## src/design/cmp_pkg.sv

```systemverilog
// Constants shared by the message storage and transmit selection logic.
// Assumes a byte-wide CPU bus with 16-bit addresses and a 128-byte block.
package cmp_pkg;

   // Bus and block placement
   localparam int unsigned CMP_ADDR_W = 16;
   localparam int unsigned CMP_DATA_W = 8;
   localparam logic [15:0] CMP_BASE_ADDR = 16'h0100;
   localparam logic [15:0] CMP_MCR0_ADDR = 16'h0100;
   localparam int unsigned CMP_BLOCK_MSB = 15;
   localparam int unsigned CMP_BLOCK_LSB = 7;

   // Buffer slots, 16 bytes each, slot index in address bits 6:4
   localparam logic [2:0] CMP_SLOT_RX = 3'h4;
   localparam logic [2:0] CMP_SLOT_TX0 = 3'h5;
   localparam logic [2:0] CMP_SLOT_TX1 = 3'h6;
   localparam logic [2:0] CMP_SLOT_TX2 = 3'h7;
   localparam int unsigned CMP_NUM_BUF = 4;
   localparam int unsigned CMP_NUM_TX = 3;
   localparam int unsigned CMP_BUF_BYTES = 13;

   // Byte positions inside a slot
   localparam logic [3:0] CMP_OFS_ID0 = 4'h0;
   localparam logic [3:0] CMP_OFS_ID1 = 4'h1;
   localparam logic [3:0] CMP_OFS_ID2 = 4'h2;
   localparam logic [3:0] CMP_OFS_ID3 = 4'h3;
   localparam logic [3:0] CMP_OFS_DATA0 = 4'h4;
   localparam logic [3:0] CMP_OFS_LEN = 4'hC;
   localparam logic [3:0] CMP_OFS_PRIO = 4'hD;
   localparam int unsigned CMP_DATA_BYTES = 8;
   localparam logic [3:0] CMP_MAX_COUNT = 4'h8;

   // Identifier byte 1 and byte 3 field positions, identifier widths
   localparam int unsigned CMP_ID1_SRR_BIT = 4;
   localparam int unsigned CMP_ID1_IDE_BIT = 3;
   localparam int unsigned CMP_ID1_STD_RTR_BIT = 4;
   localparam int unsigned CMP_ID3_EXT_RTR_BIT = 0;
   localparam int unsigned CMP_STD_ID_W = 11;
   localparam int unsigned CMP_EXT_ID_W = 29;

   // Module control register 0
   localparam logic [7:0] CMP_MCR0_RESET = 8'h21;
   localparam int unsigned CMP_MCR0_STOP_WAIT_BIT = 5;
   localparam int unsigned CMP_MCR0_SYNCED_BIT = 4;
   localparam int unsigned CMP_MCR0_TLINK_BIT = 3;
   localparam int unsigned CMP_MCR0_SLP_ACK_BIT = 2;
   localparam int unsigned CMP_MCR0_SLP_REQ_BIT = 1;
   localparam int unsigned CMP_MCR0_SOFT_RST_BIT = 0;

   // Local priority width
   localparam int unsigned CMP_PRIO_W = 8;

endpackage : cmp_pkg

```

## src/design/cmp_prioritizer_top.sv

```systemverilog
// Message storage, register access and transmit selection of a CAN controller.
// Assumes a bit engine outside that asks for a frame before SOF, reports ends,
// and hands over checked received frames; CPU bus is synchronous byte access.
//
// How it works
// - Buffers hold 11-bit or 29-bit identifiers
// - Identifier MSB sits at top, sent first
// - Smaller identifier value wins bus arbitration
// - Standard layout: bytes 0,1 with RTR, IDE=0
// - SRR written 1 by software; received SRR stored
// - IDE selects 11-bit or 29-bit format
// - RTR: 0 data frame, 1 remote frame
// - Length code is binary count 0 to 8
// - Remote frame sends code, zero data bytes
// - Eight data bytes, count follows length code
// - Slot 4 receive, slots 5-7 transmit 0-2
// - Transmit buffers have priority byte at D
// - Smallest local priority is highest internal
// - Pick lowest priority pending buffer before SOF
// - Tie goes to lowest buffer index
// - Stop-in-wait bit gates clock in wait
// - Receive buffer read-only; transmit buffers read-write
// - Soft reset aborts transfer, drops sync immediately
`timescale 1ns/1ps
module cmp_prioritizer_top (
   input wire logic clock_i,
   input wire logic reset_i,
   // CPU byte bus
   input wire logic [cmp_pkg::CMP_ADDR_W-1:0] addr_i,
   input wire logic wr_en_i,
   input wire logic rd_en_i,
   input wire logic [cmp_pkg::CMP_DATA_W-1:0] wdata_i,
   output logic [cmp_pkg::CMP_DATA_W-1:0] rdata_o,
   output logic rvalid_o,
   // Transmit side toward the bit engine
   input wire logic [cmp_pkg::CMP_NUM_TX-1:0] tx_buffer_empty_flag_i,
   input wire logic tx_sof_req_i,
   input wire logic tx_end_i,
   output logic tx_valid_o,
   output logic [1:0] tx_buf_o,
   output logic [cmp_pkg::CMP_EXT_ID_W-1:0] tx_id_o,
   output logic tx_ide_o,
   output logic tx_srr_o,
   output logic tx_rtr_o,
   output logic [3:0] tx_dlc_o,
   output logic [3:0] tx_count_o,
   output logic [cmp_pkg::CMP_DATA_BYTES*8-1:0] tx_data_o,
   // Receive side from the bit engine
   input wire logic rx_done_i,
   input wire logic rx_ok_i,
   input wire logic [cmp_pkg::CMP_EXT_ID_W-1:0] rx_id_i,
   input wire logic rx_ide_i,
   input wire logic rx_srr_i,
   input wire logic rx_rtr_i,
   input wire logic [3:0] rx_dlc_i,
   input wire logic [cmp_pkg::CMP_DATA_BYTES*8-1:0] rx_data_i,
   // Status from and control toward the rest of the controller
   input wire logic bus_sync_i,
   input wire logic sleep_ack_i,
   input wire logic wait_mode_i,
   output logic link_reset_o,
   output logic module_clk_en_o,
   output logic timer_link_enable_o,
   output logic sleep_request_o
);
   import cmp_pkg::*;

   // Control register bits
   logic stop_in_wait_r;
   logic bus_synced_r;
   logic timer_link_enable_r;
   logic sleep_ack_r;
   logic sleep_request_r;
   logic soft_reset_bit_r;

   // Message storage: index 0 receive, 1..3 transmit
   logic [7:0] buf_mem [0:CMP_NUM_BUF-1][0:CMP_BUF_BYTES-1];
   logic [CMP_PRIO_W-1:0] prio_mem [0:CMP_NUM_TX-1];

   // Transmit hand-over registers
   logic tx_valid_r;
   logic [1:0] tx_buf_r;
   logic [CMP_EXT_ID_W-1:0] tx_id_r;
   logic tx_ide_r;
   logic tx_srr_r;
   logic tx_rtr_r;
   logic [3:0] tx_dlc_r;
   logic [3:0] tx_count_r;
   logic [CMP_DATA_BYTES*8-1:0] tx_data_r;

   // Bus response registers
   logic [7:0] rdata_r;
   logic [7:0] rdata_nxt;
   logic rvalid_r;
   logic module_clk_en_r;

   // Address decode
   logic in_block;
   logic [2:0] slot;
   logic [3:0] byte_sel;
   logic is_buf;
   logic [1:0] buf_idx;
   logic is_mcr0;
   logic buf_wr;
   logic prio_wr;
   logic mcr0_wr;
   logic rx_store;
   logic [3:0] rx_count;

   // Selector wiring
   logic [CMP_NUM_TX*CMP_PRIO_W-1:0] prio_flat;
   logic win_valid;
   logic [1:0] win_idx;

   // Decoded fields of the winning buffer
   logic [7:0] w_b0;
   logic [7:0] w_b1;
   logic [7:0] w_b2;
   logic [7:0] w_b3;
   logic [7:0] w_len;
   logic w_ide;
   logic w_rtr;
   logic [CMP_EXT_ID_W-1:0] w_id;
   logic [3:0] w_count;
   logic [CMP_DATA_BYTES*8-1:0] w_data;

   // Returns a length code limited to the eight data bytes
   function automatic logic [3:0] clamp_count(input logic [3:0] code);
      clamp_count = (code > CMP_MAX_COUNT) ? CMP_MAX_COUNT : code;
   endfunction : clamp_count

   // Slot and byte decode of the CPU address
   assign in_block = (addr_i[CMP_BLOCK_MSB:CMP_BLOCK_LSB] ==
                      CMP_BASE_ADDR[CMP_BLOCK_MSB:CMP_BLOCK_LSB]);
   assign slot = addr_i[6:4];
   assign byte_sel = addr_i[3:0];
   assign is_buf = in_block && slot[2];
   assign buf_idx = slot[1:0];
   assign is_mcr0 = (addr_i == CMP_MCR0_ADDR);

   // Write strobes; the receive slot is never a write target
   assign buf_wr = wr_en_i && is_buf && (slot != CMP_SLOT_RX) &&
                   (byte_sel < 4'(CMP_BUF_BYTES));
   assign prio_wr = wr_en_i && is_buf && (slot != CMP_SLOT_RX) &&
                    (byte_sel == CMP_OFS_PRIO);
   assign mcr0_wr = wr_en_i && is_mcr0;

   // Frame lands only when checked good and not held in soft reset
   assign rx_store = rx_done_i && rx_ok_i && !soft_reset_bit_r;
   assign rx_count = clamp_count(rx_dlc_i);

   // Control register 0 writable bits; in soft reset only the soft reset bit takes writes, the rest reload reset values on edges without a write
   always_ff @(posedge clock_i) begin
      if (reset_i) begin
         stop_in_wait_r <= CMP_MCR0_RESET[CMP_MCR0_STOP_WAIT_BIT];
         timer_link_enable_r <= CMP_MCR0_RESET[CMP_MCR0_TLINK_BIT];
         sleep_request_r <= CMP_MCR0_RESET[CMP_MCR0_SLP_REQ_BIT];
         soft_reset_bit_r <= CMP_MCR0_RESET[CMP_MCR0_SOFT_RST_BIT];
      end else if (mcr0_wr) begin
         soft_reset_bit_r <= wdata_i[CMP_MCR0_SOFT_RST_BIT];
         if (!soft_reset_bit_r) begin
            stop_in_wait_r <= wdata_i[CMP_MCR0_STOP_WAIT_BIT];
            timer_link_enable_r <= wdata_i[CMP_MCR0_TLINK_BIT];
            sleep_request_r <= wdata_i[CMP_MCR0_SLP_REQ_BIT];
         end
      end else if (soft_reset_bit_r) begin
         stop_in_wait_r <= CMP_MCR0_RESET[CMP_MCR0_STOP_WAIT_BIT];
         timer_link_enable_r <= CMP_MCR0_RESET[CMP_MCR0_TLINK_BIT];
         sleep_request_r <= CMP_MCR0_RESET[CMP_MCR0_SLP_REQ_BIT];
      end
   end

   // Status bits; sync is dropped at once under soft reset
   always_ff @(posedge clock_i) begin
      if (reset_i) begin
         bus_synced_r <= CMP_MCR0_RESET[CMP_MCR0_SYNCED_BIT];
         sleep_ack_r <= CMP_MCR0_RESET[CMP_MCR0_SLP_ACK_BIT];
      end else begin
         bus_synced_r <= bus_sync_i && !soft_reset_bit_r && !mcr0_wr_sets_reset();
         sleep_ack_r <= sleep_ack_i && !soft_reset_bit_r;
      end
   end

   // True when the current write turns soft reset on
   function automatic logic mcr0_wr_sets_reset();
      mcr0_wr_sets_reset = mcr0_wr && wdata_i[CMP_MCR0_SOFT_RST_BIT];
   endfunction : mcr0_wr_sets_reset

   // Module clock enable for wait mode
   always_ff @(posedge clock_i) begin
      if (reset_i) begin
         module_clk_en_r <= 1'b1;
      end else begin
         module_clk_en_r <= !(stop_in_wait_r && wait_mode_i);
      end
   end

   // Buffer bytes: CPU writes transmit slots, received frames fill slot 4
   always_ff @(posedge clock_i) begin
      if (buf_wr) begin
         buf_mem[buf_idx][byte_sel] <= wdata_i;
      end
      if (rx_store) begin
         if (rx_ide_i) begin
            // Extended layout, MSB of identifier in byte 0 bit 7
            buf_mem[0][CMP_OFS_ID0] <= rx_id_i[28:21];
            buf_mem[0][CMP_OFS_ID1] <= {rx_id_i[20:18], rx_srr_i, 1'b1,
                                        rx_id_i[17:15]};
            buf_mem[0][CMP_OFS_ID2] <= rx_id_i[14:7];
            buf_mem[0][CMP_OFS_ID3] <= {rx_id_i[6:0], rx_rtr_i};
         end else begin
            // Standard layout, low bytes cleared
            buf_mem[0][CMP_OFS_ID0] <= rx_id_i[10:3];
            buf_mem[0][CMP_OFS_ID1] <= {rx_id_i[2:0], rx_rtr_i, 1'b0, 3'h0};
            buf_mem[0][CMP_OFS_ID2] <= 8'h00;
            buf_mem[0][CMP_OFS_ID3] <= 8'h00;
         end
         buf_mem[0][CMP_OFS_LEN] <= {4'h0, rx_dlc_i};
         for (int k = 0; k < CMP_DATA_BYTES; k++) begin
            if (!rx_rtr_i && (4'(k) < rx_count)) begin
               buf_mem[0][4'(k) + CMP_OFS_DATA0] <= rx_data_i[k*8 +: 8];
            end
         end
      end
   end

   // Local priorities, no reset value
   always_ff @(posedge clock_i) begin
      if (prio_wr) begin
         prio_mem[buf_idx - 2'h1] <= wdata_i;
      end
   end

   // Flatten priorities for the selector
   generate
      for (genvar t = 0; t < CMP_NUM_TX; t++) begin : g_prio
         assign prio_flat[t*CMP_PRIO_W +: CMP_PRIO_W] = prio_mem[t];
      end
   endgenerate

   // Arbitration among buffers whose empty flag is clear
   cmp_tx_select #(
      .NUM_TX(CMP_NUM_TX),
      .PRIO_W(CMP_PRIO_W)
   ) u_select (
      .pending_i(~tx_buffer_empty_flag_i),
      .prio_i(prio_flat),
      .win_valid_o(win_valid),
      .win_idx_o(win_idx)
   );

   // Field decode of the winning transmit buffer
   always_comb begin
      w_b0 = buf_mem[win_idx + 2'h1][CMP_OFS_ID0];
      w_b1 = buf_mem[win_idx + 2'h1][CMP_OFS_ID1];
      w_b2 = buf_mem[win_idx + 2'h1][CMP_OFS_ID2];
      w_b3 = buf_mem[win_idx + 2'h1][CMP_OFS_ID3];
      w_len = buf_mem[win_idx + 2'h1][CMP_OFS_LEN];
      w_ide = w_b1[CMP_ID1_IDE_BIT];
      if (w_ide) begin
         w_id = {w_b0, w_b1[7:5], w_b1[2:0], w_b2, w_b3[7:1]};
         w_rtr = w_b3[CMP_ID3_EXT_RTR_BIT];
      end else begin
         w_id = {18'h00000, w_b0, w_b1[7:5]};
         w_rtr = w_b1[CMP_ID1_STD_RTR_BIT];
      end
      w_count = w_rtr ? 4'h0 : clamp_count(w_len[3:0]);
      for (int k = 0; k < CMP_DATA_BYTES; k++) begin
         w_data[k*8 +: 8] = buf_mem[win_idx + 2'h1][4'(k) + CMP_OFS_DATA0];
      end
   end

   // Frame hand-over, latched fresh before every SOF
   always_ff @(posedge clock_i) begin
      if (reset_i) begin
         tx_valid_r <= 1'b0;
         tx_buf_r <= 2'h0;
         tx_id_r <= '0;
         tx_ide_r <= 1'b0;
         tx_srr_r <= 1'b0;
         tx_rtr_r <= 1'b0;
         tx_dlc_r <= 4'h0;
         tx_count_r <= 4'h0;
         tx_data_r <= '0;
      end else if (soft_reset_bit_r || mcr0_wr_sets_reset()) begin
         tx_valid_r <= 1'b0;
      end else if (tx_sof_req_i) begin
         tx_valid_r <= win_valid;
         tx_buf_r <= win_idx;
         tx_id_r <= w_id;
         tx_ide_r <= w_ide;
         tx_srr_r <= w_ide ? w_b1[CMP_ID1_SRR_BIT] : 1'b0;
         tx_rtr_r <= w_rtr;
         tx_dlc_r <= w_len[3:0];
         tx_count_r <= w_count;
         tx_data_r <= w_data;
      end else if (tx_end_i) begin
         tx_valid_r <= 1'b0;
      end
   end

   // Read data mux; unmapped and unused bytes read zero
   always_comb begin
      rdata_nxt = 8'h00;
      if (is_mcr0) begin
         rdata_nxt = {2'b00, stop_in_wait_r, bus_synced_r, timer_link_enable_r,
                      sleep_ack_r, sleep_request_r, soft_reset_bit_r};
      end else if (is_buf && (byte_sel < 4'(CMP_BUF_BYTES))) begin
         rdata_nxt = buf_mem[buf_idx][byte_sel];
      end else if (is_buf && (byte_sel == CMP_OFS_PRIO) && (slot != CMP_SLOT_RX)) begin
         rdata_nxt = prio_mem[buf_idx - 2'h1];
      end
   end

   // Registered read answer one cycle after the strobe
   always_ff @(posedge clock_i) begin
      if (reset_i) begin
         rdata_r <= 8'h00;
         rvalid_r <= 1'b0;
      end else begin
         rvalid_r <= rd_en_i;
         if (rd_en_i) begin
            rdata_r <= rdata_nxt;
         end
      end
   end

   // Outputs straight from flip-flops
   assign rdata_o = rdata_r;
   assign rvalid_o = rvalid_r;
   assign tx_valid_o = tx_valid_r;
   assign tx_buf_o = tx_buf_r;
   assign tx_id_o = tx_id_r;
   assign tx_ide_o = tx_ide_r;
   assign tx_srr_o = tx_srr_r;
   assign tx_rtr_o = tx_rtr_r;
   assign tx_dlc_o = tx_dlc_r;
   assign tx_count_o = tx_count_r;
   assign tx_data_o = tx_data_r;
   assign link_reset_o = soft_reset_bit_r;
   assign module_clk_en_o = module_clk_en_r;
   assign timer_link_enable_o = timer_link_enable_r;
   assign sleep_request_o = sleep_request_r;

endmodule : cmp_prioritizer_top

```

## src/design/cmp_tx_select.sv

```systemverilog
// Picks the pending transmit buffer with the smallest local priority.
// Assumes pending bits and priorities are stable while the result is sampled.
`timescale 1ns/1ps
module cmp_tx_select #(
   parameter int unsigned NUM_TX = cmp_pkg::CMP_NUM_TX,
   parameter int unsigned PRIO_W = cmp_pkg::CMP_PRIO_W
) (
   input wire logic [NUM_TX-1:0] pending_i,
   input wire logic [NUM_TX*PRIO_W-1:0] prio_i,
   output logic win_valid_o,
   output logic [1:0] win_idx_o
);
   import cmp_pkg::*;

   // Index output is two bits wide
   if (NUM_TX < 1 || NUM_TX > 4 || PRIO_W < 1) begin : g_bad_param
      $error("cmp_tx_select: unsupported NUM_TX or PRIO_W");
   end

   // Linear scan; strict less keeps the lower index on a tie
   always_comb begin
      logic [PRIO_W-1:0] best;
      best = '1;
      win_valid_o = 1'b0;
      win_idx_o = 2'h0;
      for (int i = 0; i < NUM_TX; i++) begin
         if (pending_i[i] && (!win_valid_o || prio_i[i*PRIO_W +: PRIO_W] < best)) begin
            best = prio_i[i*PRIO_W +: PRIO_W];
            win_valid_o = 1'b1;
            win_idx_o = 2'(i);
         end
      end
   end

endmodule : cmp_tx_select

```

## config.mk

```make
export PLATFORM = sky130hd
export DESIGN_NAME = cmp_prioritizer_top
export DESIGN_NICKNAME = d
export VERILOG_FILES = /design/src/design/cmp_pkg.sv /design/src/design/cmp_prioritizer_top.sv /design/src/design/cmp_tx_select.sv
export SDC_FILE = /design/constraint.sdc
export NUM_CORES = 1
export LEC_CHECK = 0
export ABC_AREA = 1
export BUFFER_PORTS_ARGS = -buffer_cell sky130_fd_sc_hd__buf_4
export CELL_PAD_IN_SITES_DETAIL_PLACEMENT = 1
export CELL_PAD_IN_SITES_GLOBAL_PLACEMENT = 1
export CORE_MARGIN = 2
export CORE_UTILIZATION = 30
export CTS_BUF_LIST = sky130_fd_sc_hd__clkbuf_16
export DETAILED_ROUTE_END_ITERATION = 10
export PLACE_DENSITY_LB_ADDON = 0.2
export SLEW_MARGIN = 0
export SYNTH_ARGS = -nofsm -noshare
export SYNTH_HDL_FRONTEND = slang
export SYNTH_HIERARCHICAL = 1
export SYNTH_SLANG_ARGS = --single-unit
```

## constraint.sdc

```tcl
create_clock -name clock_i -period 11.4 [get_ports clock_i]
set_input_delay 0 -clock clock_i [delete_from_list [all_inputs] [get_ports clock_i]]
set_output_delay 0 -clock clock_i [all_outputs]
set_load 0.01 [all_outputs]
```

==> results of run 1 <==
## logic make-up after synthesis
| group | after synthesis | synth area share, % |
|---|---|---|
| buffers and inverters | 407 | 6.131 |
| AND/OR/NAND/NOR | 1137 | 17.89 |
| adder cells (fa/ha/maj) | 22 | 1.010 |
| flip-flops | 571 | 58.27 |
| AO/OA/AOI/OAI | 771 | 16.69 |
## power breakdown
group          total (mW)  switching [mW]  internal, mW
registers            2.24        0.000960          2.24
logic               0.469           0.322         0.146
clock network        2.04           0.901          1.14
## final timing paths
check	from	to	slack, ns	depth (start not counted)
max	prio_mem[0][3]$_DFFE_PP_	tx_count_o[0]$_SDFFE_PP0P_	4.94	31
min	wdata_i[3]	buf_mem[1][51]$_DFFE_PP_	0.04	1
max reg2reg	prio_mem[0][3]$_DFFE_PP_	tx_count_o[0]$_SDFFE_PP0P_	4.94	31
min reg2reg	buf_mem[0][7]$_SDFFE_PP0P_	buf_mem[0][7]$_SDFFE_PP0P_	0.43	2
## routing by layer
metal  vias up  track usage, %  routed length (um)
li1      10750               -                   -
met1     12100           32.86               50930
met2       872           39.42               53300
met3       129           3.543                6990
met4         0           6.186                2466
met5         -               0                   0
## state kept, by name (all words and copies together) (netlist names), 2 cells and up
| signal | cells |
|---|---|
| buf_mem | 416 |
| rdata_o | 8 |
| tx_id_o | 29 |
| tx_buf_o | 2 |
| tx_dlc_o | 4 |
| prio_mem | 32 |
| tx_count_o | 4 |
| tx_data_o | 64 |
## layout by cell type (no fill, tap or decap), types with 3 or more instances in the layout
master / synthesis / final
sky130_fd_sc_hd__and2_1: 6 / 6
sky130_fd_sc_hd__nor3_2: 27 / 27
sky130_fd_sc_hd__o211ai_1: 77 / 77
sky130_fd_sc_hd__nor2_4: 4 / 6
sky130_fd_sc_hd__inv_2: 15 / 15
sky130_fd_sc_hd__nand2_4: 5 / 5
sky130_fd_sc_hd__nand3_1: 103 / 103
sky130_fd_sc_hd__edfxtp_1: 444 / 444
sky130_fd_sc_hd__or2_2: 45 / 45
sky130_fd_sc_hd__nand4_1: 7 / 7
sky130_fd_sc_hd__bufinv_16: 0 / 3
sky130_fd_sc_hd__inv_1: 195 / 206
sky130_fd_sc_hd__nor2_1: 283 / 279
sky130_fd_sc_hd__nand2_1: 642 / 642
sky130_fd_sc_hd__a31oi_1: 77 / 77
sky130_fd_sc_hd__inv_6: 0 / 4
sky130_fd_sc_hd__dfxtp_1: 127 / 127
sky130_fd_sc_hd__buf_4: 11 / 284
sky130_fd_sc_hd__o21ai_0: 352 / 352
sky130_fd_sc_hd__inv_4: 0 / 5
sky130_fd_sc_hd__nor4_1: 6 / 5
sky130_fd_sc_hd__clkinv_2: 0 / 14
sky130_fd_sc_hd__clkinv_1: 3 / 17
sky130_fd_sc_hd__a22oi_1: 85 / 85
sky130_fd_sc_hd__dlygate4sd3_1: 0 / 139
sky130_fd_sc_hd__o31ai_1: 11 / 11
sky130_fd_sc_hd__a221oi_1: 6 / 6
sky130_fd_sc_hd__o22ai_1: 68 / 68
sky130_fd_sc_hd__clkbuf_16: 0 / 67
sky130_fd_sc_hd__a21oi_1: 83 / 83
sky130_fd_sc_hd__ha_1: 22 / 22
## final cells by class
| type | count | area [sq um] |
|---|---|---|
| fillers | 10260 | 56560 |
| flip-flops and latches | 571 | 15880 |
| multi-input cells | 1930 | 9736 |
| repair buffers | 424 | 3535 |
| clock buffers | 67 | 1677 |
| well taps | 1176 | 1471 |
| inverters | 213 | 805.8 |
| clock inverters | 54 | 354.1 |
## through the flow
| step | hold slack (ns) | std cells | power (mW) |
|---|---|---|---|
| 6_report | 0.03597 | 4435 | 4.755 |
| 5_1_grt | 0.03704 | 4435 | 4.902 |
| 4_1_cts | 0.003085 | 4435 | 4.792 |
| 3_5_place_dp | 0.2090 | 4175 | 2.717 |
| 3_3_place_gp | 0.2033 | 4175 | 2.710 |
| 2_1_floorplan | 0.08663 | 2908 | 2.511 |
## worst max-delay path: cells and delay by family, from the launching register on
kind,cells,cell delay [ns]
adder cells (fa/ha/maj),2,0.59
AO/OA/AOI/OAI,8,1.08
flip-flops,1,0.38
AND/OR/NAND/NOR,16,1.59
buffers and inverters,5,2.58
==> impl.org, run 1 <==
** Synth
- The number of nets handed over by synthesis was 3,068.
- sky130_fd_sc_hd__edfxtp_1 takes more of the synthesized area than any other cell.
- Top post-synthesis cells by area :: sky130_fd_sc_hd__edfxtp_1 (49%), sky130_fd_sc_hd__dfxtp_1 (9.3%), sky130_fd_sc_hd__nand2_1 (8.8%)
- Synthesis handed over a netlist of 2,908 instances.
- Library cell with the highest instance count after synthesis :: sky130_fd_sc_hd__nand2_1
- Share of synthesized registers carrying an async set or reset :: 0%
- In this run, synthesis produced a sequential element count of 571.
- Synthesis instantiated 48 different standard cells from the library.
- Netlist Area Pre-Place :: 27,240 sq um
- Count of flip-flops with a built-in enable after synthesis :: 444
- Ranked by instance count, the synthesized netlist is headed by sky130_fd_sc_hd__nand2_1 (642), sky130_fd_sc_hd__edfxtp_1 (444), sky130_fd_sc_hd__o21ai_0 (352).
- Each instance of the synthesized netlist takes up on average 9.369 sq um.
- Area share of the largest cell type after synthesis :: 48.94%
- Dominant register cell in the synthesized netlist :: sky130_fd_sc_hd__edfxtp_1
- During synthesis, Yosys emitted a total of 6 warnings.
- Of the synthesized area, sequential elements account for approximately 58%.

** Clocking
- Post-CTS Hold Fix Bufs :: 139
- Number of buffers added by the clock tree synthesis step :: 66
- Latest clock arrival within the worst-skew pair :: 0.61 ns
- Resize count post-CTS :: 0
- Clock-pin slew was measured on the worst setup and hold paths at 0.06 ns.
- Clock tree from TritonCTS :: yes
- The clock tree synthesis step divided the H-tree into 3 levels.
- Clock tree synthesis found a total of around 570 sinks.
- Number of setup buffers added after CTS :: 0
- The tree is rooted in a sky130_fd_sc_hd__clkbuf_16.
- In this run the deepest clock path goes through 3 buffers.

** Placed design
- Count of input and output buffers :: 257
- Routability Congestion :: 0.8851
- Post-DP HPWL :: 75,120 um
- At the placement stage, the worst setup path has a slack of ~4.8 ns.
- Area after detailed placement :: 30,030 sq um

** Routing
- Routed wire length per instance :: roughly 26 um
- The detail route stage leaves a number of antenna-violating nets equal to 0.
- For this block, the via count after detailed routing is 23,850.
- Number of remaining DRC errors :: 0
- Total Wirelength :: around 110,000 um
- Initial DRT Pass Iterations :: 5
- Mean number of vias per cell :: around 5.4
- Detailed router's first-iteration violation count :: 2,241

** STA
- The clock arrives with 0.02182 ns of skew.
- After layout, the worst path uses 56.69% of the clock period.
- Setup violations remaining at the end of the flow were counted as 0.
- Measured against its own limit, the worst slew margin works out to 17.99%.
- Number of max-slew violations in the final report :: 0
- Highest Clock Rate :: 154.7 MHz
- Clock period minus worst slack :: between 6 and 7 ns
- Setup total negative slack on the finished layout was measured at 0 ns.
- Slew @ Worst Pin :: 1.230 ns
- The final number of hold-violating endpoints was 0.
- Setup slack of the critical path after layout :: 4.937 ns
- Unrepaired setup endpoints after global routing :: false

** Critical path
- Most frequent cell on the critical path :: sky130_fd_sc_hd__nand2_1
- The worst setup path is of the flop to flop kind.
- STA classifies the critical path startpoint as a flop.
- Data arrival time of the critical path :: 6.94 ns
- In this design, the stage delay of the slowest critical-path cell is 0.83 ns.
- Worst Path Required :: ~12 ns
- Crit-path slowest cell :: sky130_fd_sc_hd__clkinv_2
- STA classifies the critical path endpoint as a flop.
- Crit Path Max Fanout :: 65

** Die
- The floorplan has 110 rows.
- In this run the horizontal extent of the chip is 305.4 um.
- Effective utilization at floorplan :: 30.27%
- For this design the top-level I/O count stands at 258.
- From bottom edge to top edge, the die measures slightly above 300 um.
- After floorplanning, the core was sized to cover around 90,000 sq um.
- The floorplan step defined a die boundary enclosing between 90,000 and 100,000 sq um.

** Final layout
- From synthesis to final layout, the design area changed by 22.79%.
- In the final layout, the share of cells above drive strength 1 is 15.22%.
- The number of antenna diodes in the final layout is 0.
- The final layout contains 3,366 nets.
- Measured on the finished design, the core utilization comes to around 37%.
- Post-Layout Inst Area :: 33,450 sq um

** Global route
- Wire length of the first global-routing pass :: 166,500 um
- Final global-route overflow total :: 0
- The number of antenna violations at the first check in global routing came to 5.
- Largest net degree at the start of global routing :: 95
- Total routing usage reported by global routing :: 23.92%
- Via count of the first global-routing pass :: 24,310

** Power and ir drop
- Power spread over the standard cell area amounts to 142.1 nW/um^2.
- VDD sags by at most between 0.08 and 0.09 mV.
- Leakage power :: ~13 nW

** Status
- The run finished with clean final reports.

** Worst hold path
- The worst hold path belongs to the class input pin to flop.

** Run
- Max-cap violations in this run came to 0.
Note: power is estimated with default switching activity, not from simulation.
==> run 2: changes to the inputs <==
Clock period 11.4 ns to 5.6 ns, I/O delays scaled along.
==> run 2 against run 1 <==
  * Non-clock buffer count is 10 higher
  * Critical path type unchanged
  * Largest power group unchanged
  * Via count is 0.42% lower
  * Critical endpoint is now tx_id_o[18]$_SDFFE_PP0P_
  * Clock power rose by 110%
  * Cell count increased by 0.29%
==> impl.org, run 2 (synthesis gave the netlist of run 1 again) <==
** Global route
- Final global-route overflow total :: 0 (unchanged)
- The total global routing track utilization came to 23.95% (was 23.92%).
- The global-route wire length before repair came to 167,000 um (was 166,500 um).
- The most utilized layer in the global route result is met2 (unchanged).
- Antenna violations before repair :: 5 (unchanged)
- The met2 usage in global routing is 38.44% (was 39.42%).
- The global-route track usage on met1 is 32.80% (was 32.86%).
- Via count of the first global-routing pass :: 24,700 (was 24,310)
- Global-route met3 utilization :: 4.125% (was 3.543%)
- Largest net degree at the start of global routing :: 116 (was 95)

** STA
- The total of endpoints with negative setup slack in the final report was 0 (unchanged).
- Summed negative setup slack over all endpoints :: 0 ns (unchanged)
- Unrepaired setup endpoints after global routing: false (unchanged).
- Number of max-slew violations in the final report :: 0 (unchanged)
- The maximum frequency from static timing analysis is 201.9 MHz (was 154.7 MHz).
- Worst slew margin relative to its limit :: 30.08% (was 17.99%)
- The clock skew is 0.01854 ns (was 0.02182 ns).
- The period utilization came to 88.43% (was 56.69%).
- Slew @ Worst Pin :: 1.043 ns (was 1.230 ns)
- Clock period minus worst slack :: 4.952 ns (was 6.463 ns)
- The final number of hold-violating endpoints came to 0 (unchanged).

** Final layout
- The relative area change from synthesis to final layout came to 23.42% (was 22.79%).
- The total number of nets in the final design came to 3,377 (was 3,366).
- The final standard cell count with taps included and fillers excluded is 4,448 (was 4,435).
- Most used cells in the layout excluding fill and tap cells: sky130_fd_sc_hd__nand2_1 (642), sky130_fd_sc_hd__edfxtp_1 (444), sky130_fd_sc_hd__o21ai_0 (352), sky130_fd_sc_hd__buf_4 (291), sky130_fd_sc_hd__nor2_1 (279) (was sky130_fd_sc_hd__nand2_1 (642), sky130_fd_sc_hd__edfxtp_1 (444), sky130_fd_sc_hd__o21ai_0 (352), sky130_fd_sc_hd__buf_4 (284), sky130_fd_sc_hd__nor2_1 (279)).
- The register ranked first by flip-flop count is buf_mem (unchanged).
- Fillers :: 10,250 (was 10,260)
- The leading cell type in the layout, fill and taps excluded was sky130_fd_sc_hd__nand2_1 (unchanged).
- Post-route core utilization :: 37.35% (was 37.17%)
- Number of flip-flops under the largest register name :: 416 (unchanged)
- The fraction of layout cells with a size suffix above 1 is 15.42% (was 15.22%).

** Power and ir drop
- The power density over cell area was 290.6 nW/um^2 (was 142.1 nW/um^2).
- Tot Pwr :: 9.769 mW (was 4.755 mW)
- The static leakage is 12.80 nW (was 12.71 nW).
- Worst IR drop on VDD :: 0.1806 mV (was 0.08395 mV)

** Die
- The floorplan core area came to 90,010 sq um (unchanged).
- Die Height :: 305.4 um (unchanged)
- Number of placement rows :: 110 (unchanged)
- The I/O pin total came to 258 (unchanged).
- The die area is 93,240 sq um (unchanged).
- Effective utilization at floorplan :: 30.27% (unchanged)
- The die boundary width is 305.4 um (unchanged).

** Critical path
- The category of the worst setup path capture point is a flop (unchanged).
- The startpoint class of the critical path is a flop (unchanged).
- Worst Path Required :: 6.15 ns (was 11.88 ns)
- Data arrival time of the critical path :: 5.50 ns (was 6.94 ns)
- The top fanout value on the critical path was 31 (was 65).
- Kind of critical path :: flop to flop (unchanged)

** Placed design
- The sum of net half-perimeters after detailed placement was 75,730 um (was 75,120 um).
- Routability Congestion :: 0.8964 (was 0.8851)
- The number of port buffers came to 257 (unchanged).
- The number of cells in the design after placement came to 4,186 (was 4,175).

** Routing
- Total Wirelength :: 114,200 um (was 113,700 um)
- Mean number of vias per cell :: 5.339 (was 5.377)
- The detailed-route DRC error count is 0 (unchanged).
- Detailed router's first-iteration violation count :: 2,067 (was 2,241)
- The number of vias in the routed layout was 23,750 (was 23,850).
- The post-detailed-route wirelength per cell was 25.68 um (was 25.63 um).
- The first-pass iteration count of the detailed router is 5 (unchanged).
- Count of nets left with antenna violations after detail routing :: 0 (unchanged)

** Clocking
- The number of buffers added to fix hold violations after cts is 138 (was 139).
- The clock sink count came to 571 (unchanged).
- The worst-skew pair later-pin latency came to 0.63 ns (was 0.61 ns).
- Resize count post-CTS :: 0 (unchanged)
- Number of setup buffers added after CTS :: 0 (unchanged)
- The maximum clock insertion buffer count came to 3 (unchanged).
- The number of buffers inserted during clock tree synthesis was 67 (was 66).
- The CTS tree is yes (unchanged).
- Clock Tree Root :: sky130_fd_sc_hd__clkbuf_16 (unchanged)
- The post-CTS clock slew at the launch and capture registers of the worst setup and hold paths was 0.06 ns (about the same).
- # H-tree levels :: 3 (unchanged)

** Worst hold path
- The type of the tightest min-delay check is input pin to flop (unchanged).

** Status
- Run status :: finished, final reports clean (unchanged)

** Run
- The number of maximum-capacitance violations is 0 (unchanged).
==> run 2: changes by cell type in the layout (fill, tap and decap cells not counted), moves of 4 or more <==
cell	change
sky130_fd_sc_hd__buf_4	+7
sky130_fd_sc_hd__clkinv_1	-4
sky130_fd_sc_hd__inv_1	+7
sky130_fd_sc_hd__buf_12	+4
sky130_fd_sc_hd__clkinv_2	-6
==> run 2: per-layer routing <==
layer  vias up  routed length, um
li1      10790                  -
met1     11890              50280
met2       896              52860
met3       164               8010
met4        10               3011
met5         -                 70
==> run 2: path summary, 6_finish.rpt <==
path	start	slack, ns	cells past startpoint	end
setup / recovery	prio_mem[0][7]$_DFFE_PP_	0.65	25	tx_id_o[18]$_SDFFE_PP0P_
hold / removal	addr_i[9]	0.06	8	rdata_o[0]$_SDFFE_PP0P_
setup reg to reg	prio_mem[0][7]$_DFFE_PP_	0.65	25	tx_id_o[18]$_SDFFE_PP0P_
hold reg to reg	buf_mem[0][7]$_SDFFE_PP0P_	0.44	2	buf_mem[0][7]$_SDFFE_PP0P_
==> run 2: metrics by stage <==
step | hold slack [ns] | worst slack, ns | cell area (sq um)
final | 0.05541 | 0.6479 | 33620
after global routing | 0.04780 | 0.2018 | 33620
after CTS | 0.007374 | 0.6655 | 33620
after detailed placement | 0.2072 | 0.5225 | 30160
after global placement | 0.2028 | 0.6545 | 30160
after floorplan | 0.08663 | 1.874 | 27240
==> run 2: worst max-delay path, cell delays in order (launching register included) <==
cell,delay (ns)
sky130_fd_sc_hd__edfxtp_1,0.40
sky130_fd_sc_hd__nor2_1,0.18
sky130_fd_sc_hd__ha_1,0.29
sky130_fd_sc_hd__a21oi_1,0.16
sky130_fd_sc_hd__o21a_1,0.14
sky130_fd_sc_hd__nand2_1,0.05
sky130_fd_sc_hd__nand2_1,0.11
sky130_fd_sc_hd__nand2_4,0.15
sky130_fd_sc_hd__o21ai_0,0.23
sky130_fd_sc_hd__ha_1,0.28
sky130_fd_sc_hd__a21oi_1,0.14
sky130_fd_sc_hd__nor2_1,0.06
sky130_fd_sc_hd__a211oi_1,0.19
sky130_fd_sc_hd__nand2_1,0.11
sky130_fd_sc_hd__a21oi_1,0.15
sky130_fd_sc_hd__buf_4,0.24
sky130_fd_sc_hd__nor2_4,0.08
sky130_fd_sc_hd__inv_2,0.19
sky130_fd_sc_hd__nand2_1,0.45
sky130_fd_sc_hd__nor2_1,0.23
sky130_fd_sc_hd__a21oi_1,0.07
sky130_fd_sc_hd__o21ai_2,0.10
sky130_fd_sc_hd__buf_4,0.36
sky130_fd_sc_hd__nand2_1,0.12
sky130_fd_sc_hd__or2_2,0.30
sky130_fd_sc_hd__a21oi_1,0.11
==> run 2: area by class of cell <==
class / count / area [sq um] / area share (%)
diodes: 3 / 7.507 / 0.02233
clock buffers: 67 / 1677 / 4.986
clock inverters: 54 / 394.1 / 1.172
inverters: 213 / 805.8 / 2.396
multi-input cells: 1930 / 9736 / 28.95
flip-flops and latches: 571 / 15880 / 47.21
well taps: 1176 / 1471 / 4.376
repair buffers: 434 / 3657 / 10.88
==> run 2: power breakdown <==
part | internal, mW | switching [mW]
combinational | 0.305 | 0.669
clock | 2.34 | 1.89
sequential | 4.56 | 0.00174
total | 7.21 | 2.56
==> run 3: changes to the inputs <==
--- a/config.mk
+++ b/config.mk
@@ -8,2 +8,3 @@
 export ABC_AREA = 1
+export ABC_CLOCK_PERIOD_IN_PS = 5600
 export BUFFER_PORTS_ARGS = -buffer_cell sky130_fd_sc_hd__buf_4
==> constraint.sdc (replaced) <==
create_clock -name clock_i -period 5.6 [get_ports clock_i]
set_input_delay 0.28 -clock clock_i [delete_from_list [all_inputs] [get_ports clock_i]]
set_output_delay 0.28 -clock clock_i [all_outputs]
set_load 0.01 [all_outputs]
==> run 3 against run 2 <==
  * Global-route usage down 0.35 points
  * Clock-buffer cell count up 4
  * Wire length down 1.1%
  * Largest cell class unchanged
  * Clock skew up 0.0098 ns
  * Final area down 1.5%
  * Worst setup slack better by 0.022 ns
  * First-iteration DRC count down 9.7%
  * Largest power group unchanged
  * Critical path depth unchanged
  * Sequential power about the same
==> impl.org, run 3 (synthesis gave the netlist of run 1 again) <==
** Critical path
- Worst R2R Setup Slack :: 0.67 ns (was 0.65 ns)
- The endpoint of the worst register-to-register path is tx_count_o[0]$_SDFFE_PP0P_ (was tx_id_o[18]$_SDFFE_PP0P_).
- The category of the worst setup path capture point is a flop (unchanged).
- The data required time at the worst endpoint was 6.15 ns (about the same).
- By instance count, the cell type seen most on the critical path is sky130_fd_sc_hd__nand2_1.
- The top fanout value on the critical path was 29 (was 31).
- The startpoint class of the critical path is a flop (unchanged).
- FF-to-FF Start :: prio_mem[0][7]$_DFFE_PP_ (unchanged)
- Critical path capture point :: tx_count_o[0]$_SDFFE_PP0P_ (was tx_id_o[18]$_SDFFE_PP0P_)
- The logic depth of the worst register-to-register path is 25 (unchanged).
- Crit. Startpoint :: prio_mem[0][7]$_DFFE_PP_ (unchanged)
- The library cell contributing the largest single delay on the critical path is sky130_fd_sc_hd__a21oi_1 (was sky130_fd_sc_hd__nand2_1).
- Data arrival time of the critical path :: 5.48 ns (was 5.50 ns)
- Largest stage delay on the critical path :: 0.49 ns (was 0.45 ns)
- The type of the setup path with the least slack is flop to flop (unchanged).

** Routing
- The first-pass iteration count of the detailed router is 7 (was 5).
- Total Wirelength :: 113,000 um (was 114,200 um)
- Number of remaining DRC errors :: 0 (unchanged)
- Detailed router's first-iteration violation count :: 1,866 (was 2,067)
- Routed wire length per instance :: 25.75 um (was 25.68 um)
- Count of nets left with antenna violations after detail routing :: 0 (unchanged)
- Mean number of vias per cell :: 5.378 (was 5.339)
- The number of vias in the routed layout was 23,590 (was 23,750).

** Power and ir drop
- The worst ir drop on vdd was 0.1884 mV (was 0.1806 mV).
- Part of the total power dissipated in combinational logic :: 9.5% (was 10.0%)
- The clock group share of total power is 44.6% (was 43.3%).
- The post-route total power is 9.954 mW (was 9.769 mW).
- Internal power contribution :: 7.424 mW (was 7.213 mW)
- The power density over cell area was 300.6 nW/um^2 (was 290.6 nW/um^2).
- The power share of the sequential group came to 45.9% (was 46.7%).
- The net load switching power was 2.530 mW (was 2.557 mW).
- The proportion of total power due to net switching came to 25.41% (was 26.17%).
- The static leakage was 12.61 nW (was 12.80 nW).

** Worst hold path
- The source of the worst hold timing path was rx_data_i[5] (was addr_i[9]).
- The type of the tightest min-delay check is input pin to flop (unchanged).

** Clocking
- Number of setup buffers added after CTS :: 0 (unchanged)
- The post-CTS clock slew at the launch and capture registers of the worst setup and hold paths is 0.06 ns (about the same).
- Number of buffers added by the clock tree synthesis step :: 68 (was 67)
- The depth of the CTS H-tree was 3 (unchanged).
- TritonCTS Sinks :: 571 (unchanged)
- The CTS tree was yes (unchanged).
- Clock Tree Root :: sky130_fd_sc_hd__clkbuf_16 (unchanged)
- Latest clock arrival within the worst-skew pair :: 0.62 ns (was 0.63 ns)
- Clk buf depth :: 3 (unchanged)

** Global route
- Largest net degree at the start of global routing :: 132 (was 116)
- Antenna violations before repair :: 9 (was 5)
- The via count of the first global-routing pass came to 24,260 (was 24,700).
- Final global-route overflow total :: 0 (unchanged)
- The total global routing track utilization is 23.61% (was 23.95%).
- The global-route wire length before repair is 163,200 um (was 167,000 um).

** STA
- The minimum clock period after layout was 4.930 ns (was 4.952 ns).
- The minimum setup slack in the final design was 0.6698 ns (was 0.6479 ns).
- The total of endpoints with negative setup slack in the final report is 0 (unchanged).
- The final number of hold-violating endpoints is 0 (unchanged).
- Number of max-slew violations in the final report :: 0 (unchanged)
- The worst hold margin was 0.01018 ns (was 0.05541 ns).
- The period utilization came to 88.04% (was 88.43%).
- The final setup TNS is 0 ns (unchanged).
- The maximum frequency from static timing analysis is 202.8 MHz (was 201.9 MHz).
- The normalized max-slew margin was 20.18% (was 30.08%).
- Unrepaired setup endpoints after global routing :: false (unchanged)
- Slew @ Worst Pin :: 1.193 ns (was 1.043 ns)
- The clock skew came to 0.02836 ns (was 0.01854 ns).

** Status
- Run status: finished, final reports clean (unchanged).

** Final layout
- Most used cells in the layout excluding fill and tap cells: sky130_fd_sc_hd__nand2_1 (642), sky130_fd_sc_hd__edfxtp_1 (444), sky130_fd_sc_hd__o21ai_0 (352), sky130_fd_sc_hd__buf_4 (290), sky130_fd_sc_hd__nor2_1 (279) (was sky130_fd_sc_hd__nand2_1 (642), sky130_fd_sc_hd__edfxtp_1 (444), sky130_fd_sc_hd__o21ai_0 (352), sky130_fd_sc_hd__buf_4 (291), sky130_fd_sc_hd__nor2_1 (279)).
- Number of flip-flops under the largest register name :: 416 (unchanged)
- The register ranked first by flip-flop count was buf_mem (unchanged).
- Most common cell after layout, fill and taps aside :: sky130_fd_sc_hd__nand2_1 (unchanged)
- The final instance area was 33,110 sq um (was 33,620 sq um).
- The final standard cell count with taps included and fillers excluded was 4,387 (was 4,448).
- Post-layout nets :: 3,312 (was 3,377)
- The final design utilization was 36.79% (was 37.35%).
- The relative area change from synthesis to final layout is 21.54% (was 23.42%).
- The fraction of layout cells with a size suffix above 1 came to 15.90% (was 15.42%).

** Die
- Number of placement rows :: 110 (unchanged)
- Die Outline Area :: 93,240 sq um (unchanged)
- Horizontal die dimension :: 305.4 um (unchanged)
- Die Height :: 305.4 um (unchanged)
- The I/O pin total was 258 (unchanged).
- The floorplan core area is 90,010 sq um (unchanged).
- The initial core utilization was 30.27% (unchanged).

** Run
- Max capacitance violation total :: 0 (unchanged)

** Placed design
- The placed standard-cell area came to 30,180 sq um (was 30,160 sq um).
- The sum of net half-perimeters after detailed placement came to 74,340 um (was 75,730 um).
- The number of cells in the design after placement is 4,186 (unchanged).
- Routability Congestion :: 0.8657 (was 0.8964)
- Count of input and output buffers :: 257 (unchanged)
- The post-placement worst setup slack came to 0.2617 ns (was 0.5225 ns).
run 3: power by group through the flow:
stage / sequential, mW / clock [mW] / combinational, mW
finish: 4.57 / 4.44 / 0.949
global route: 4.56 / 4.66 / 1.02
CTS: 4.57 / 4.51 / 0.945
detailed placement: 4.66 / 0 / 0.902
global placement: 4.66 / 0 / 0.888
floorplan: 4.66 / 0 / 0.454
run 3: routing by layer:
layer,part of all wire [%],global-route usage (%),wire length [um]
met5,0.027,0,30
met4,3.4,8.523,3793
met3,6.8,4.305,7654
met2,45,36.67,50720
met1,45,32.86,50790
run 3: how the worst min path moves through the flow:
stage / to / depth (start not counted)
floorplan: module_clk_en_o$_SDFF_PP1_ / 1
global placement: buf_mem[0][5]$_SDFFE_PP0P_ / 2
detailed placement: module_clk_en_o$_SDFF_PP1_ / 1
CTS: buf_mem[0][12]$_DFFE_PP_ / 3
global route: buf_mem[0][29]$_DFFE_PP_ / 3
finish: buf_mem[0][69]$_DFFE_PP_ / 3
run 3: area by class of cell:
cell class,instances,area (sq um)
inverter,213,805.8
clock buffer,71,1777
timing repair buffer,368,3009
fill,10300,56900
antenna,3,7.507
clock inverter,55,430.4
tap,1176,1471
sequential,571,15880
multi-input combinational,1930,9736
run 3: worst max-delay path: cells and delay by family, from the launching register on:
family / cells / cell delay, ns
buffers and inverters: 2 / 0.55
AOI/OAI and AO/OA: 10 / 1.77
and+or+nand+nor: 11 / 1.55
adders and majority gates: 2 / 0.60
DFF: 1 / 0.40
run 3: timing repair:
item,4_1_cts,5_1_grt
gates resized for setup,0,0
hold buffers,72,0
endpoints found under the hold margin,69,0
